===== src/smt_defines.svh =====
// timing, codes and field positions for the drive command block
`ifndef SMT_DEFINES_SVH
`define SMT_DEFINES_SVH
// task-file register selects
`define SMT_SEL_FEAT 3'h1
`define SMT_SEL_CNT 3'h2
`define SMT_SEL_CYLL 3'h4
`define SMT_SEL_CYLH 3'h5
`define SMT_SEL_DEVH 3'h6
`define SMT_SEL_CMD 3'h7
// opcodes
`define SMT_OP_SLEEP_A 8'he6
`define SMT_OP_SLEEP_B 8'h99
`define SMT_OP_REL 8'hb0
`define SMT_KEY_LO 8'h4f
`define SMT_KEY_HI 8'hc2
// subcommands
`define SMT_SUB_RDVAL 8'hd0
`define SMT_SUB_RDTHR 8'hd1
`define SMT_SUB_ASAVE 8'hd2
`define SMT_SUB_SAVE 8'hd3
`define SMT_SUB_OFFL 8'hd4
`define SMT_SUB_EN 8'hd8
`define SMT_SUB_DIS 8'hd9
`define SMT_AS_OFF 8'h00
`define SMT_AS_ON 8'hf1
// off-line collection status values
`define SMT_OFS_NEVER 8'h00
`define SMT_OFS_SEG 8'h01
`define SMT_OFS_ALL 8'h02
`define SMT_OFS_ABRT 8'h05
// status and error bit positions
`define SMT_ST_BSY 7
`define SMT_ST_RDY 6
`define SMT_ST_DSC 4
`define SMT_ST_DRQ 3
`define SMT_ST_ERR 0
`define SMT_ER_ABT 2
`define SMT_DEVH_DEV 4
// one sector of 16-bit words
`define SMT_XFER_WORDS 9'h100
// autosave spacing
`define SMT_AS_MIN 30
`define SMT_CLK_MHZ 10
`define SMT_AS_CYC (64'd60000000 * `SMT_AS_MIN * `SMT_CLK_MHZ)
`endif


===== src/smt_pkg.sv =====
// types shared by both ends of the drive command link
package smt_pkg;
  typedef logic [2:0] smt_sel_t;
  typedef enum logic [2:0] {
    SMT_D_IDLE = 3'b000,
    SMT_D_FLUSH = 3'b001,
    SMT_D_SPIN = 3'b010,
    SMT_D_SLEEP = 3'b011,
    SMT_D_SAVE = 3'b100,
    SMT_D_BSYOFF = 3'b101,
    SMT_D_IRQ = 3'b110,
    SMT_D_XFER = 3'b111
  } smt_dev_state_e;
  typedef enum logic [2:0] {
    SMT_H_IDLE = 3'b000,
    SMT_H_WR = 3'b001,
    SMT_H_WAIT = 3'b010,
    SMT_H_RD = 3'b011,
    SMT_H_FIN = 3'b100
  } smt_host_state_e;
endpackage


===== src/smt_if.sv =====
// task-file link between host controller and drive
`timescale 1ns/10ps
interface smt_if;
  import smt_pkg::*;
  logic wr_stb;
  smt_sel_t wr_sel;
  logic [7:0] wr_data;
  logic srst;
  logic [7:0] status;
  logic [7:0] error;
  logic intrq;
  logic rd_valid;
  logic [15:0] rd_data;
  logic rd_ready;
  modport dev (input wr_stb, wr_sel, wr_data, srst, rd_ready,
    output status, error, intrq, rd_valid, rd_data);
  modport host (output wr_stb, wr_sel, wr_data, srst, rd_ready,
    input status, error, intrq, rd_valid, rd_data);
endinterface


===== src/smt_buf.sv =====
// two-entry valid/ready buffer
`timescale 1ns/10ps
module smt_buf #(
  parameter int W = 16
) (
  input wire logic clk,
  input wire logic sys_rst,
  input wire logic in_valid,
  input wire logic [W-1:0] in_data,
  output logic in_ready,
  output logic out_valid,
  output logic [W-1:0] out_data,
  input wire logic out_ready
);
  logic [W-1:0] mem_r [2];
  logic wp_r, rp_r;
  logic [1:0] cnt_r;
  wire push = in_valid && in_ready;
  wire pop = out_valid && out_ready;
  assign in_ready = (cnt_r != 2'h2);
  assign out_valid = (cnt_r != 2'h0);
  assign out_data = mem_r[rp_r];
  always_ff @(posedge clk) begin
    if (sys_rst) begin
      wp_r <= 1'b0;
      rp_r <= 1'b0;
      cnt_r <= 2'h0;
    end else begin
      if (push) wp_r <= ~wp_r;
      if (pop) rp_r <= ~rp_r;
      cnt_r <= cnt_r + {1'b0, push} - {1'b0, pop};
    end
  end
  always_ff @(posedge clk) begin
    if (push) mem_r[wp_r] <= in_data;
  end
endmodule // smt_buf


===== src/smt_dev.sv =====
// drive end: sleep and reliability-monitoring command handling
// Functional notes
// - only the sleep opcodes enter sleep
// - flush cache, interrupt, then spin down, interface off
// - leave sleep only by soft or hard reset
// - already stopped spindle skips spin-down
// - host loads key pattern, device bit, opcode
// - features selects subcommand before opcode
// - read values: busy, save, drq, unbusy, interrupt
// - read thresholds: busy, fetch, drq, unbusy, interrupt
// - autosave at idle entry thirty minutes on
// - count 00 off, F1 on, else error
// - autosave control: busy, apply, unbusy, interrupt
// - save values now regardless of autosave
// - offline start: busy, start, unbusy, interrupt
// - new command aborts offline collection promptly
// - one segment per start, status 01/02
// - interrupted segment keeps pointer, status 05
// - no monitoring until enable; enable persists
// - disable stops all; later subcommands other than enable abort
// - disable keeps values; refresh after re-enable
`timescale 1ns/10ps
`include "smt_defines.svh"
module smt_dev import smt_pkg::*; #(
  parameter logic DEV_NUM = 1'b0,
  parameter logic [7:0] TOTAL_SEG = 8'h01,
  parameter logic [63:0] AS_CYC = `SMT_AS_CYC
) (
  input wire logic clk,
  input wire logic sys_rst,
  smt_if.dev lnk,
  input wire logic nv_smart_en,
  input wire logic nv_autosave,
  output logic smart_en,
  output logic autosave_en,
  output logic flush_req,
  input wire logic flush_done,
  output logic spin_req,
  input wire logic spin_done,
  input wire logic spindle_stopped,
  output logic save_req,
  input wire logic save_done,
  input wire logic idle_entry,
  output logic thr_sel,
  output logic [7:0] word_idx,
  input wire logic [15:0] word_in,
  output logic offl_run,
  input wire logic seg_done,
  output logic [7:0] offl_status,
  output logic [7:0] seg_ptr,
  output logic asleep
);
  smt_dev_state_e st_r;
  logic [7:0] feat_r, cnt_r, cyll_r, cylh_r, devh_r;
  logic bsy_r, drq_r, err_r, abt_r, intrq_r, loaded_r;
  logic xfer_r, flush_r, spin_r, save_r, thr_r, smart_r, asave_r, run_r;
  logic [7:0] stat_off_r, segp_r;
  logic [8:0] pushed_r;
  logic [63:0] as_cnt_r;
  logic buf_in_ready, asleep_r;

  // host writes land only while the interface is alive and idle
  wire wr_ok = lnk.wr_stb && st_r != SMT_D_SLEEP && !bsy_r && !drq_r;
  // a command counts only when the device bit written earlier selects this drive
  wire cmd_wr = wr_ok && lnk.wr_sel == `SMT_SEL_CMD && devh_r[`SMT_DEVH_DEV] == DEV_NUM;
  wire [7:0] op = lnk.wr_data;
  wire is_sleep = op == `SMT_OP_SLEEP_A || op == `SMT_OP_SLEEP_B;
  wire key_ok = cyll_r == `SMT_KEY_LO && cylh_r == `SMT_KEY_HI;
  wire is_rel = op == `SMT_OP_REL && key_ok;
  wire s_rdval = feat_r == `SMT_SUB_RDVAL;
  wire s_rdthr = feat_r == `SMT_SUB_RDTHR;
  wire s_asave = feat_r == `SMT_SUB_ASAVE;
  wire s_save = feat_r == `SMT_SUB_SAVE;
  wire s_offl = feat_r == `SMT_SUB_OFFL;
  wire s_en = feat_r == `SMT_SUB_EN;
  wire s_dis = feat_r == `SMT_SUB_DIS;
  wire s_known = s_rdval | s_rdthr | s_asave | s_save | s_offl | s_en | s_dis;
  wire as_bad = s_asave && cnt_r != `SMT_AS_OFF && cnt_r != `SMT_AS_ON;
  // disabled state refuses everything but enable, a repeated disable too
  wire rel_abort = !s_known || (!smart_r && !s_en) || as_bad;
  wire cmd_abort = cmd_wr && !is_sleep && (!is_rel || rel_abort);
  wire rel_go = cmd_wr && is_rel && !rel_abort;
  wire need_save = s_rdval || s_save;
  wire as_due = asave_r && smart_r && idle_entry && as_cnt_r >= AS_CYC;
  wire seg_last = (segp_r + 8'h01) >= TOTAL_SEG;
  wire buf_push = st_r == SMT_D_XFER && pushed_r != `SMT_XFER_WORDS;
  wire xfer_end = st_r == SMT_D_XFER && pushed_r == `SMT_XFER_WORDS && !lnk.rd_valid;

  smt_buf #(.W(16)) u_buf (
    .clk(clk),
    .sys_rst(sys_rst || lnk.srst),
    .in_valid(buf_push),
    .in_data(word_in),
    .in_ready(buf_in_ready),
    .out_valid(lnk.rd_valid),
    .out_data(lnk.rd_data),
    .out_ready(lnk.rd_ready)
  );

  assign lnk.status = {bsy_r, st_r != SMT_D_SLEEP, 1'b0, st_r != SMT_D_SLEEP,
    drq_r, 2'b00, err_r};
  assign lnk.error = {5'h00, abt_r, 2'b00};
  assign lnk.intrq = intrq_r;
  assign smart_en = smart_r;
  assign autosave_en = asave_r;
  assign flush_req = flush_r;
  assign spin_req = spin_r;
  assign save_req = save_r;
  assign thr_sel = thr_r;
  assign word_idx = pushed_r[7:0];
  assign offl_run = run_r;
  assign offl_status = stat_off_r;
  assign seg_ptr = segp_r;
  assign asleep = asleep_r;

  always_ff @(posedge clk) begin
    if (sys_rst) begin
      feat_r <= 8'h00;
      cnt_r <= 8'h00;
      cyll_r <= 8'h00;
      cylh_r <= 8'h00;
      devh_r <= 8'h00;
    end else if (wr_ok) begin
      case (lnk.wr_sel)
        `SMT_SEL_FEAT: feat_r <= lnk.wr_data;
        `SMT_SEL_CNT: cnt_r <= lnk.wr_data;
        `SMT_SEL_CYLL: cyll_r <= lnk.wr_data;
        `SMT_SEL_CYLH: cylh_r <= lnk.wr_data;
        `SMT_SEL_DEVH: devh_r <= lnk.wr_data;
        default: ;
      endcase
    end
  end

  // persistent enables are reloaded from storage one edge after reset
  always_ff @(posedge clk) begin
    if (sys_rst) begin
      loaded_r <= 1'b0;
      smart_r <= 1'b0;
      asave_r <= 1'b0;
    end else if (!loaded_r) begin
      loaded_r <= 1'b1;
      smart_r <= nv_smart_en;
      asave_r <= nv_autosave;
    end else if (rel_go && s_en) begin
      smart_r <= 1'b1;
    end else if (rel_go && s_dis) begin
      smart_r <= 1'b0;
      asave_r <= 1'b0;
    end else if (rel_go && s_asave) begin
      asave_r <= (cnt_r == `SMT_AS_ON);
    end
  end

  // offline collection runs beside the command path, never raising busy
  always_ff @(posedge clk) begin
    if (sys_rst) begin
      run_r <= 1'b0;
      stat_off_r <= `SMT_OFS_NEVER;
      segp_r <= 8'h00;
    end else if (run_r && cmd_wr) begin
      run_r <= 1'b0;
      stat_off_r <= `SMT_OFS_ABRT;
    end else if (st_r == SMT_D_SAVE && s_offl && !save_r) begin
      run_r <= 1'b1;
    end else if (run_r && seg_done) begin
      run_r <= 1'b0;
      segp_r <= segp_r + 8'h01;
      stat_off_r <= seg_last ? `SMT_OFS_ALL : `SMT_OFS_SEG;
    end
  end

  // the pin follows a flop, so it trails the state by one cycle
  always_ff @(posedge clk) begin
    if (sys_rst || lnk.srst) asleep_r <= 1'b0;
    else asleep_r <= (st_r == SMT_D_SLEEP);
  end

  always_ff @(posedge clk) begin
    if (sys_rst || !asave_r || !smart_r || (save_r && save_done))
      as_cnt_r <= 64'h0;
    else if (as_cnt_r < AS_CYC)
      as_cnt_r <= as_cnt_r + 64'h1;
  end

  always_ff @(posedge clk) begin
    if (sys_rst || lnk.srst) begin
      st_r <= SMT_D_IDLE;
      bsy_r <= 1'b0;
      drq_r <= 1'b0;
      err_r <= 1'b0;
      abt_r <= 1'b0;
      intrq_r <= 1'b0;
      xfer_r <= 1'b0;
      flush_r <= 1'b0;
      spin_r <= 1'b0;
      save_r <= 1'b0;
      thr_r <= 1'b0;
      pushed_r <= 9'h000;
    end else begin
      if (wr_ok) intrq_r <= 1'b0;
      case (st_r)
        SMT_D_IDLE: begin
          if (cmd_abort) begin
            err_r <= 1'b1;
            abt_r <= 1'b1;
            intrq_r <= 1'b1;
          end else if (cmd_wr && is_sleep) begin
            err_r <= 1'b0;
            abt_r <= 1'b0;
            bsy_r <= 1'b1;
            flush_r <= 1'b1;
            st_r <= SMT_D_FLUSH;
          end else if (rel_go) begin
            err_r <= 1'b0;
            abt_r <= 1'b0;
            bsy_r <= 1'b1;
            save_r <= need_save && smart_r;
            xfer_r <= s_rdval || s_rdthr;
            thr_r <= s_rdthr;
            st_r <= SMT_D_SAVE;
          end else if (as_due && !save_r) begin
            save_r <= 1'b1;
          end else if (save_r && save_done) begin
            save_r <= 1'b0;
          end
        end
        SMT_D_FLUSH: begin
          if (flush_done) begin
            flush_r <= 1'b0;
            bsy_r <= 1'b0;
            intrq_r <= 1'b1;
            spin_r <= !spindle_stopped;
            st_r <= spindle_stopped ? SMT_D_SLEEP : SMT_D_SPIN;
          end
        end
        SMT_D_SPIN: begin
          if (spin_done) begin
            spin_r <= 1'b0;
            st_r <= SMT_D_SLEEP;
          end
        end
        SMT_D_SLEEP: ;
        SMT_D_SAVE: begin
          if (!save_r || save_done) begin
            save_r <= 1'b0;
            drq_r <= xfer_r;
            st_r <= SMT_D_BSYOFF;
          end
        end
        SMT_D_BSYOFF: begin
          bsy_r <= 1'b0;
          st_r <= SMT_D_IRQ;
        end
        SMT_D_IRQ: begin
          intrq_r <= 1'b1;
          pushed_r <= 9'h000;
          st_r <= xfer_r ? SMT_D_XFER : SMT_D_IDLE;
        end
        SMT_D_XFER: begin
          if (buf_push && buf_in_ready) pushed_r <= pushed_r + 9'h001;
          if (xfer_end) begin
            drq_r <= 1'b0;
            xfer_r <= 1'b0;
            st_r <= SMT_D_IDLE;
          end
        end
        default: st_r <= SMT_D_IDLE;
      endcase
    end
  end
endmodule // smt_dev


===== src/flat_wrapper.sv =====
// flat-port wrapper written by rule: the top's interface ports become plain ports
module smt_dev_flat import smt_pkg::*;
#(
  parameter logic DEV_NUM = 1'b0,
  parameter logic [7:0] TOTAL_SEG = 8'h01,
  parameter logic [63:0] AS_CYC = `SMT_AS_CYC
)
  (clk, sys_rst, nv_smart_en, nv_autosave, smart_en, autosave_en, flush_req, flush_done, spin_req, spin_done, spindle_stopped, save_req, save_done, idle_entry, thr_sel, word_idx, word_in, offl_run, seg_done, offl_status, seg_ptr, asleep, lnk_wr_stb, lnk_wr_sel, lnk_wr_data, lnk_srst, lnk_rd_ready, lnk_status, lnk_error, lnk_intrq, lnk_rd_valid, lnk_rd_data);
  smt_if lnk_i ();
  input wire logic clk;
  input wire logic sys_rst;
  input wire logic nv_smart_en;
  input wire logic nv_autosave;
  output logic smart_en;
  output logic autosave_en;
  output logic flush_req;
  input wire logic flush_done;
  output logic spin_req;
  input wire logic spin_done;
  input wire logic spindle_stopped;
  output logic save_req;
  input wire logic save_done;
  input wire logic idle_entry;
  output logic thr_sel;
  output logic [7:0] word_idx;
  input wire logic [15:0] word_in;
  output logic offl_run;
  input wire logic seg_done;
  output logic [7:0] offl_status;
  output logic [7:0] seg_ptr;
  output logic asleep;
  input wire logic [$bits(lnk_i.wr_stb)-1:0] lnk_wr_stb;
  input wire logic [$bits(lnk_i.wr_sel)-1:0] lnk_wr_sel;
  input wire logic [$bits(lnk_i.wr_data)-1:0] lnk_wr_data;
  input wire logic [$bits(lnk_i.srst)-1:0] lnk_srst;
  input wire logic [$bits(lnk_i.rd_ready)-1:0] lnk_rd_ready;
  output wire logic [$bits(lnk_i.status)-1:0] lnk_status;
  output wire logic [$bits(lnk_i.error)-1:0] lnk_error;
  output wire logic [$bits(lnk_i.intrq)-1:0] lnk_intrq;
  output wire logic [$bits(lnk_i.rd_valid)-1:0] lnk_rd_valid;
  output wire logic [$bits(lnk_i.rd_data)-1:0] lnk_rd_data;
  assign lnk_i.wr_stb = lnk_wr_stb;
  assign lnk_i.wr_sel = lnk_wr_sel;
  assign lnk_i.wr_data = lnk_wr_data;
  assign lnk_i.srst = lnk_srst;
  assign lnk_i.rd_ready = lnk_rd_ready;
  assign lnk_status = lnk_i.status;
  assign lnk_error = lnk_i.error;
  assign lnk_intrq = lnk_i.intrq;
  assign lnk_rd_valid = lnk_i.rd_valid;
  assign lnk_rd_data = lnk_i.rd_data;
  smt_dev #(.DEV_NUM(DEV_NUM), .TOTAL_SEG(TOTAL_SEG), .AS_CYC(AS_CYC)) u_core (.clk(clk), .sys_rst(sys_rst), .lnk(lnk_i), .nv_smart_en(nv_smart_en), .nv_autosave(nv_autosave), .smart_en(smart_en), .autosave_en(autosave_en), .flush_req(flush_req), .flush_done(flush_done), .spin_req(spin_req), .spin_done(spin_done), .spindle_stopped(spindle_stopped), .save_req(save_req), .save_done(save_done), .idle_entry(idle_entry), .thr_sel(thr_sel), .word_idx(word_idx), .word_in(word_in), .offl_run(offl_run), .seg_done(seg_done), .offl_status(offl_status), .seg_ptr(seg_ptr), .asleep(asleep));
endmodule

===== config.mk =====
export PLATFORM = sky130hd
export DESIGN_NAME = smt_dev_flat
export DESIGN_NICKNAME = d
export VERILOG_FILES = /design/src/smt_pkg.sv /design/src/smt_if.sv /design/src/smt_buf.sv /design/src/smt_dev.sv /design/src/flat_wrapper.sv
export VERILOG_INCLUDE_DIRS = /design/src
export SDC_FILE = /design/constraint.sdc
export NUM_CORES = 1
export LEC_CHECK = 0
export BUFFER_PORTS_ARGS = -buffer_cell sky130_fd_sc_hd__buf_2
export CAP_MARGIN = 20
export CORE_UTILIZATION = 55
export CTS_CLUSTER_SIZE = 16
export DETAILED_ROUTE_END_ITERATION = 8
export PLACE_DENSITY_LB_ADDON = 0.08
export SKIP_LAST_GASP = 1
export SLEW_MARGIN = 15
export SYNTH_ARGS = -nofsm -noshare
export SYNTH_HDL_FRONTEND = slang
export SYNTH_HIERARCHICAL = 1
export SYNTH_SLANG_ARGS = --single-unit

===== constraint.sdc =====
create_clock -name clk -period 3.1 [get_ports clk]
set_input_delay 0.155 -clock clk [delete_from_list [all_inputs] [get_ports clk]]
set_output_delay 0.155 -clock clk [all_outputs]
set_load 0.01 [all_outputs]

Word-level counts from Yosys, hierarchy flattened:

Memory sizes are Yosys's and may differ from the RTL's. A register that Yosys moved wholly into a read port is not among the register bits.
Index checks and enable logic that the tools add are counted.

* reduce and logical (&&, ||, !) cells: 90
* multiplexer cells: 62
* bitwise operators: 13
* equality and inequality tests: 46
* $lt $le $gt $ge: 3
* add/subtract/negate cells: 5

Operators by type and width (count)
* 8-bit == test (second input constant): 12
* 64-bit by 1-bit adder with 64-bit output (second input constant): 1
* 64-bit by 35-bit >= comparator with 1-bit output (second input constant): 1
* 64-bit by 35-bit < comparator with 1-bit output (second input constant): 1
* 1-bit 2-to-1 mux: 40
* 1-bit logical AND: 33
* 3-bit 2-to-1 mux: 11
* 3-bit == test (second input constant): 8
* 3-bit one-hot mux with 7 select lines: 1
* 2-bit AND reduction: 10
* 9-bit one-hot mux with 2 select lines: 1
* 2-bit nonzero test: 9
* 2-bit != test (second input constant): 8
* 1-bit logical NOT: 12
* 4-bit AND reduction: 3
* 1-bit logical OR: 11
* 1-bit one-hot mux with 2 select lines: 5
* 5-bit AND reduction: 2
* 9-bit by 1-bit adder with 9-bit output (second input constant): 1
* 3-bit by 2-bit == test with 1-bit output (second input constant): 3
* 9-bit == test (second input constant): 1
* 9-bit 2-to-1 mux: 1
* 9-bit != test (second input constant): 1
* 3-bit AND reduction: 3
* 22 further kinds: 40

* register bits: 142
* logic and storage cells: 248
* memories: 1
* bits in writable memories: 32
* input port bits: 40
* output and inout port bits: 66

Memories
* u_core.u_buf.mem_r: words 2, width 16, rd ports 1, clocked after memory_dff 1, write ports 1, line smt_buf.sv:15 `logic [W-1:0] mem_r [2];`

Depth between registers and ports, before layout:

* depth in word-level cells: 17
* gate-level depth with buffers: 12
* mapped depth without buffers: 12

Cells and area by module:

Netlist, hierarchy kept.

Modules (own cells, without submodules)
* smt_dev: instances 1, sequential area each 2682.6 um^2, area an instance 6217.2 um^2, cells an instance 710
* smt_buf: instances 1, sequential area each 1061.0 um^2, area an instance 1438.9 um^2, cells an instance 74

Least setup slack after synthesis:

Ideal clock, no wire load.

* path type: register to register
* start: register u_core.pushed_r[0]
* end: register u_core.u_buf.cnt_r[1]
* setup time: 0.134 ns
* data arrival time: 2.228 ns
* path slack: 0.738 ns
* data required time: 2.966 ns
* buffers on the path: 0
* clock period less this slack: 2.362 ns
* cell stages (with the launch flop): 13
* cell sequence: dfxtp_1 inv_1 ha_1 or4bb_1 or2_2 and2_1 nand2_2 ha_1 inv_1 ha_1 xor2_1 xnor2_1 nor2_1

* cells in the longest elaborated chain, start to end: 5

RTL lines
* start, declared: line smt_dev.sv:58 `logic [8:0] pushed_r;`
* start signal, assigned: line smt_dev.sv:261 `if (buf_push && buf_in_ready) pushed_r <= pushed_r + 9'h001;`
* 9-bit != test (no source line)
* 1-bit logical AND (no source line)
* net u_core.buf_push: line smt_dev.sv:86 `` wire buf_push = st_r == SMT_D_XFER && pushed_r != `SMT_XFER_WORDS; ``
* 1-bit logical AND: line smt_buf.sv:18 `wire push = in_valid && in_ready;`
* 2-bit by 1-bit adder with 2-bit output: line smt_buf.sv:31 `cnt_r <= cnt_r + {1'b0, push} - {1'b0, pop};`
* 2-bit by 1-bit subtractor with 2-bit output: line smt_buf.sv:31
* end signal, assigned: line smt_buf.sv:31
* end, declared: line smt_buf.sv:17 `logic [1:0] cnt_r;`

The timed path passes the listed nets, and every way through them passes these cells.
A chain may end at the register's enable or synchronous reset.

Worst setup path after layout:

Same ends and word-level chain as after synthesis.

==> reports/qor_table.md <==
| Quantity | Value | Unit |
| --- | --- | --- |
| Power after layout | 4.57 | mW |
| Run status | finished clean | - |
| Root Buffer | clkbuf_16 | - |
| Most frequent cells after synthesis | 139 x dfxtp_1, 88 x nor2_1, 43 x nand2_1, 39 x a21oi_1 | - |
| Initial DRT Pass Iterations | 5 | - |
| Part of the total power dissipated in combinational logic | 3.3 | % |
| Data arrival at the endpoint of the critical path | 2.89 | ns |
| Syn avg cell area | 9.77 | um2 |
| Crit path top cell by count | ha_1 | - |
| First-pass GRT wire length | 27100 | um |
| Number of top-level design ports | 106 | - |
| Synth top area cells | dfxtp_1 36%, edfxtp_1 13%, mux2i_1 4.6%, nor2_1 4.3%, and2_1 2.9% | - |
| Number of diodes added for antenna fixing | 0 | - |
| Largest clock skew in the final design | 0.00577 | ns |
| Time the final worst path needs with I/O delays and setup | 2.59 | ns |
| Number of enable flip-flop cells after synthesis | 32 | - |
| Final setup viols | 0 | - |
| Top cell type by total area after synthesis | dfxtp_1 | - |
| Starting Density | 57.1 | % |
| Antenna viol nets, final | 0 | - |
| TritonCTS clock tree | built | - |
| Kind of path behind the tightest hold check | in -> reg | - |
| Detailed-placement wirelength estimate | 11600 | um |
| Critical setup path kind | reg -> reg | - |
| Portion of total power attributed to the clock network | 46.6 | % |
| Critical path origin | u_core/pushed_r[0]$_SDFFE_PP0P_ | - |
| Share of the clock period used by the worst path after layout | 83.5 | % |
| Share of cells above drive strength 1 | 18.5 | % |
| Number of maximum-capacitance constraint violations | 0 | - |
| Pins over their slew limit | 0 | - |
| Final hold violation count | 0 | - |
| Die height | 120 | um |
| Total GRT Usage | 23.6 | % |
| Number of synthesized register bits | 171 | - |
| Ratio of routed vias to standard cells | 5.59 | - |
| Clock-pin slew on the worst setup and hold paths | 0.06 | ns |
| Residual overflow from global routing | 0 | - |
| Pre-CTS worst setup slack | 0.549 | ns |
| Area inside the core boundary | 13400 | um2 |
| Delay of the slowest critical-path stage | 0.43 | ns |
| Pwr dens | 512 | nW/um2 |
| Die Area | 14400 | um2 |
| Synth top area share | 36.3 | % |
| Net Sw Power | 0.918 | mW |
| Worst-path cell with the longest stage delay | or4bb_1 | - |
| Cell internal pwr | 3.65 | mW |
| Power share of the sequential group | 50.0 | % |
| Hold Path Origin | sys_rst | - |
| Sequential element share of the synthesized area | 48.9 | % |
| Setup total negative slack | 0 | ns |
| Clock buffer count from CTS | 17 | - |
| Post-Synthesis Cells | 784 | - |
| Post-Route WL | 16300 | um |
| Clock latency reported for the late side of the worst-skew pair | 0.41 | ns |
| Chip width | 120 | um |
| Row count | 42 | - |
| Remaining max-slew budget at the tightest pin | 39.7 | % |
| Yosys cell types | 71 | - |
| Reg-to-reg startpoint | u_core/pushed_r[0]$_SDFFE_PP0P_ | - |
| Count of unresolved DRC violations after routing | 0 | - |
| Max Fclk | 0.386 | GHz |
| Launching element type of the critical path | register | - |
| Via Count | 5958 | - |
| Global placement routability congestion | 0.880 | - |
| Most frequent cell after synthesis | dfxtp_1 | - |
| Number of global-route vias before repair | 5616 | - |
| Initial detailed-routing violation count | 445 | - |
| Utilization after layout | 66.5 | % |
| Peak VDD IR | 0.371 | mV |
| Final #Nets | 925 | - |
| Synth warn | 6 | - |
| Reported leakage power | 3.58 | nW |
| Synthesized area | 7660 | um2 |
| Layout overhead on the synthesized area | 16.4 | % |
| Slew @ Worst Pin | 0.902 | ns |
| Crit path max fanout | 4 | - |
| Unrepaired setup endpoints after global routing | no | - |
| Critical path required time | 3.40 | ns |
| Clock Sinks | 171 | - |
| Critical path cell sequence | inv_1, ha_1, or4bb_1, or2_2, and2_1, nand2_2, ha_1, inv_1, ha_1, xor2_1, xnor2_1, nor2_1 | - |
| Crit path setup slack, layout | 0.511 | ns |
| Maximum clock path buffer count | 2 | - |
| Nature of the critical path endpoint | register | - |
| Routed wire per std cell | 15.3 | um |
| Maximum level of the CTS H-tree | 4 | - |
| Post-CTS repair timing setup buffer count | 0 | - |
| Pin count of the biggest net entering global routing | 44 | - |
| Antenna violations before repair | 0 | - |
| Fill count | 1063 | - |
| Ys flop type | dfxtp_1 | - |
| Count of port buffers added during placement | 90 | - |
| Share of async-settable or async-resettable flops after synthesis | 0 | % |
| Net switching fraction of the power | 20.1 | % |
-- power groups by stage --
stage,Combinational [mW],Clock (mW),Sequential [mW]
finish,0.151,2.13,2.29
global route,0.166,2.28,2.28
CTS,0.150,2.18,2.28
detailed placement,0.133,0,2.33
global placement,0.129,0,2.33
floorplan,0.0864,0,2.33
-- per-stage QoR --
step / hold WS [ns] / std cells / cell area (um2)
4_1_cts: 0.00716 / 1066 / 8910
2_1_floorplan: 0.244 / 798 / 7710
3_5_place_dp: 0.348 / 1017 / 8140
6_report: 0.0305 / 1066 / 8910
3_3_place_gp: 0.344 / 1017 / 8140
5_1_grt: 0.0176 / 1066 / 8910
-- repair_timing --
item | 4_1_cts | 5_1_grt
hold buffers | 17 | 0
gates resized for setup | 0 | 0
endpoints found under the hold margin | 33 | 0
-- layout make-up --
type	instances	area [um2]	area share, %
inverter	18	67.6	0.758
sequential	171	3740	42.0
tap	176	220	2.47
clock buffer	21	460	5.17
multi-input combinational	547	3540	39.8
timing repair buffer	122	733	8.23
clock inverter	11	144	1.61
-- cell families after synthesis --
logic type / share of synthesized area [%]
compound gates: 7.99
xor+xnor: 3.43
fa+ha+maj: 1.31
buf+inv: 5.74
flops: 48.9
mux: 7.62
other cells: 0.0490
simple gates: 25.0
-- cell usage in the layout (no fill, tap or decap), drive strengths merged, types with 10 or more instances in the layout --
cell,instances
a21oi,39
or4,11
nor3,10
dfxtp,139
conb,15
o21ai,33
nand3,25
clkbuf,21
xor2,21
dlygate4sd3,17
nand4,31
nor2,88
inv,19
buf,105
or3,18
mux2i,35
mux2,17
nand2,44
edfxtp,32
and3,16
and2,35
-- per-layer routing --
layer,wire [um],up-vias,share of wire [%],track usage (%)
met4,180,0,1.1,6.48
met3,932,13,5.7,6.37
li1,-,2948,-,-
met2,7710,175,47,38.6
met5,0,-,0,0
met1,7480,2822,46,30.6
-- worst max-delay path, delay by kind of cell (launching register included) --
family,cells,cell delay [ns]
fa+ha+maj,3,0.52
xor+xnor,2,0.39
flops,1,0.33
buf+inv,2,0.15
simple gates,5,1.10
-- path summary, 6_finish.rpt --
| kind | end | slack [ns] | cells past startpoint |
|---|---|---|---|
| worst max-delay path | u_core/u_buf/cnt_r[1]$_SDFF_PP0_ | 0.51 | 12 |
| worst min-delay path | u_core/autosave_en$_SDFFE_PP0P_ | 0.03 | 2 |
| worst max register to register | u_core/u_buf/cnt_r[1]$_SDFF_PP0_ | 0.51 | 12 |
| worst min register to register | u_core/as_cnt_r[42]$_SDFFE_PP0P_ | 0.46 | 1 |
-- flip-flops by register name (all words and copies together), names as in the netlist, 2 cells and up, named ones only --
| register | count |
|---|---|
| u_core/as_cnt_r | 64 |
| u_core/u_buf/mem_r | 32 |
| u_core/pushed_r | 9 |
| u_core/cnt_r | 8 |
| u_core/cylh_r | 8 |
| u_core/cyll_r | 8 |
| u_core/feat_r | 8 |
| u_core/seg_ptr | 8 |
| u_core/offl_status | 3 |
| u_core/st_r | 3 |
| u_core/u_buf/cnt_r | 2 |
No activity file was read; power rests on OpenSTA's default activity.
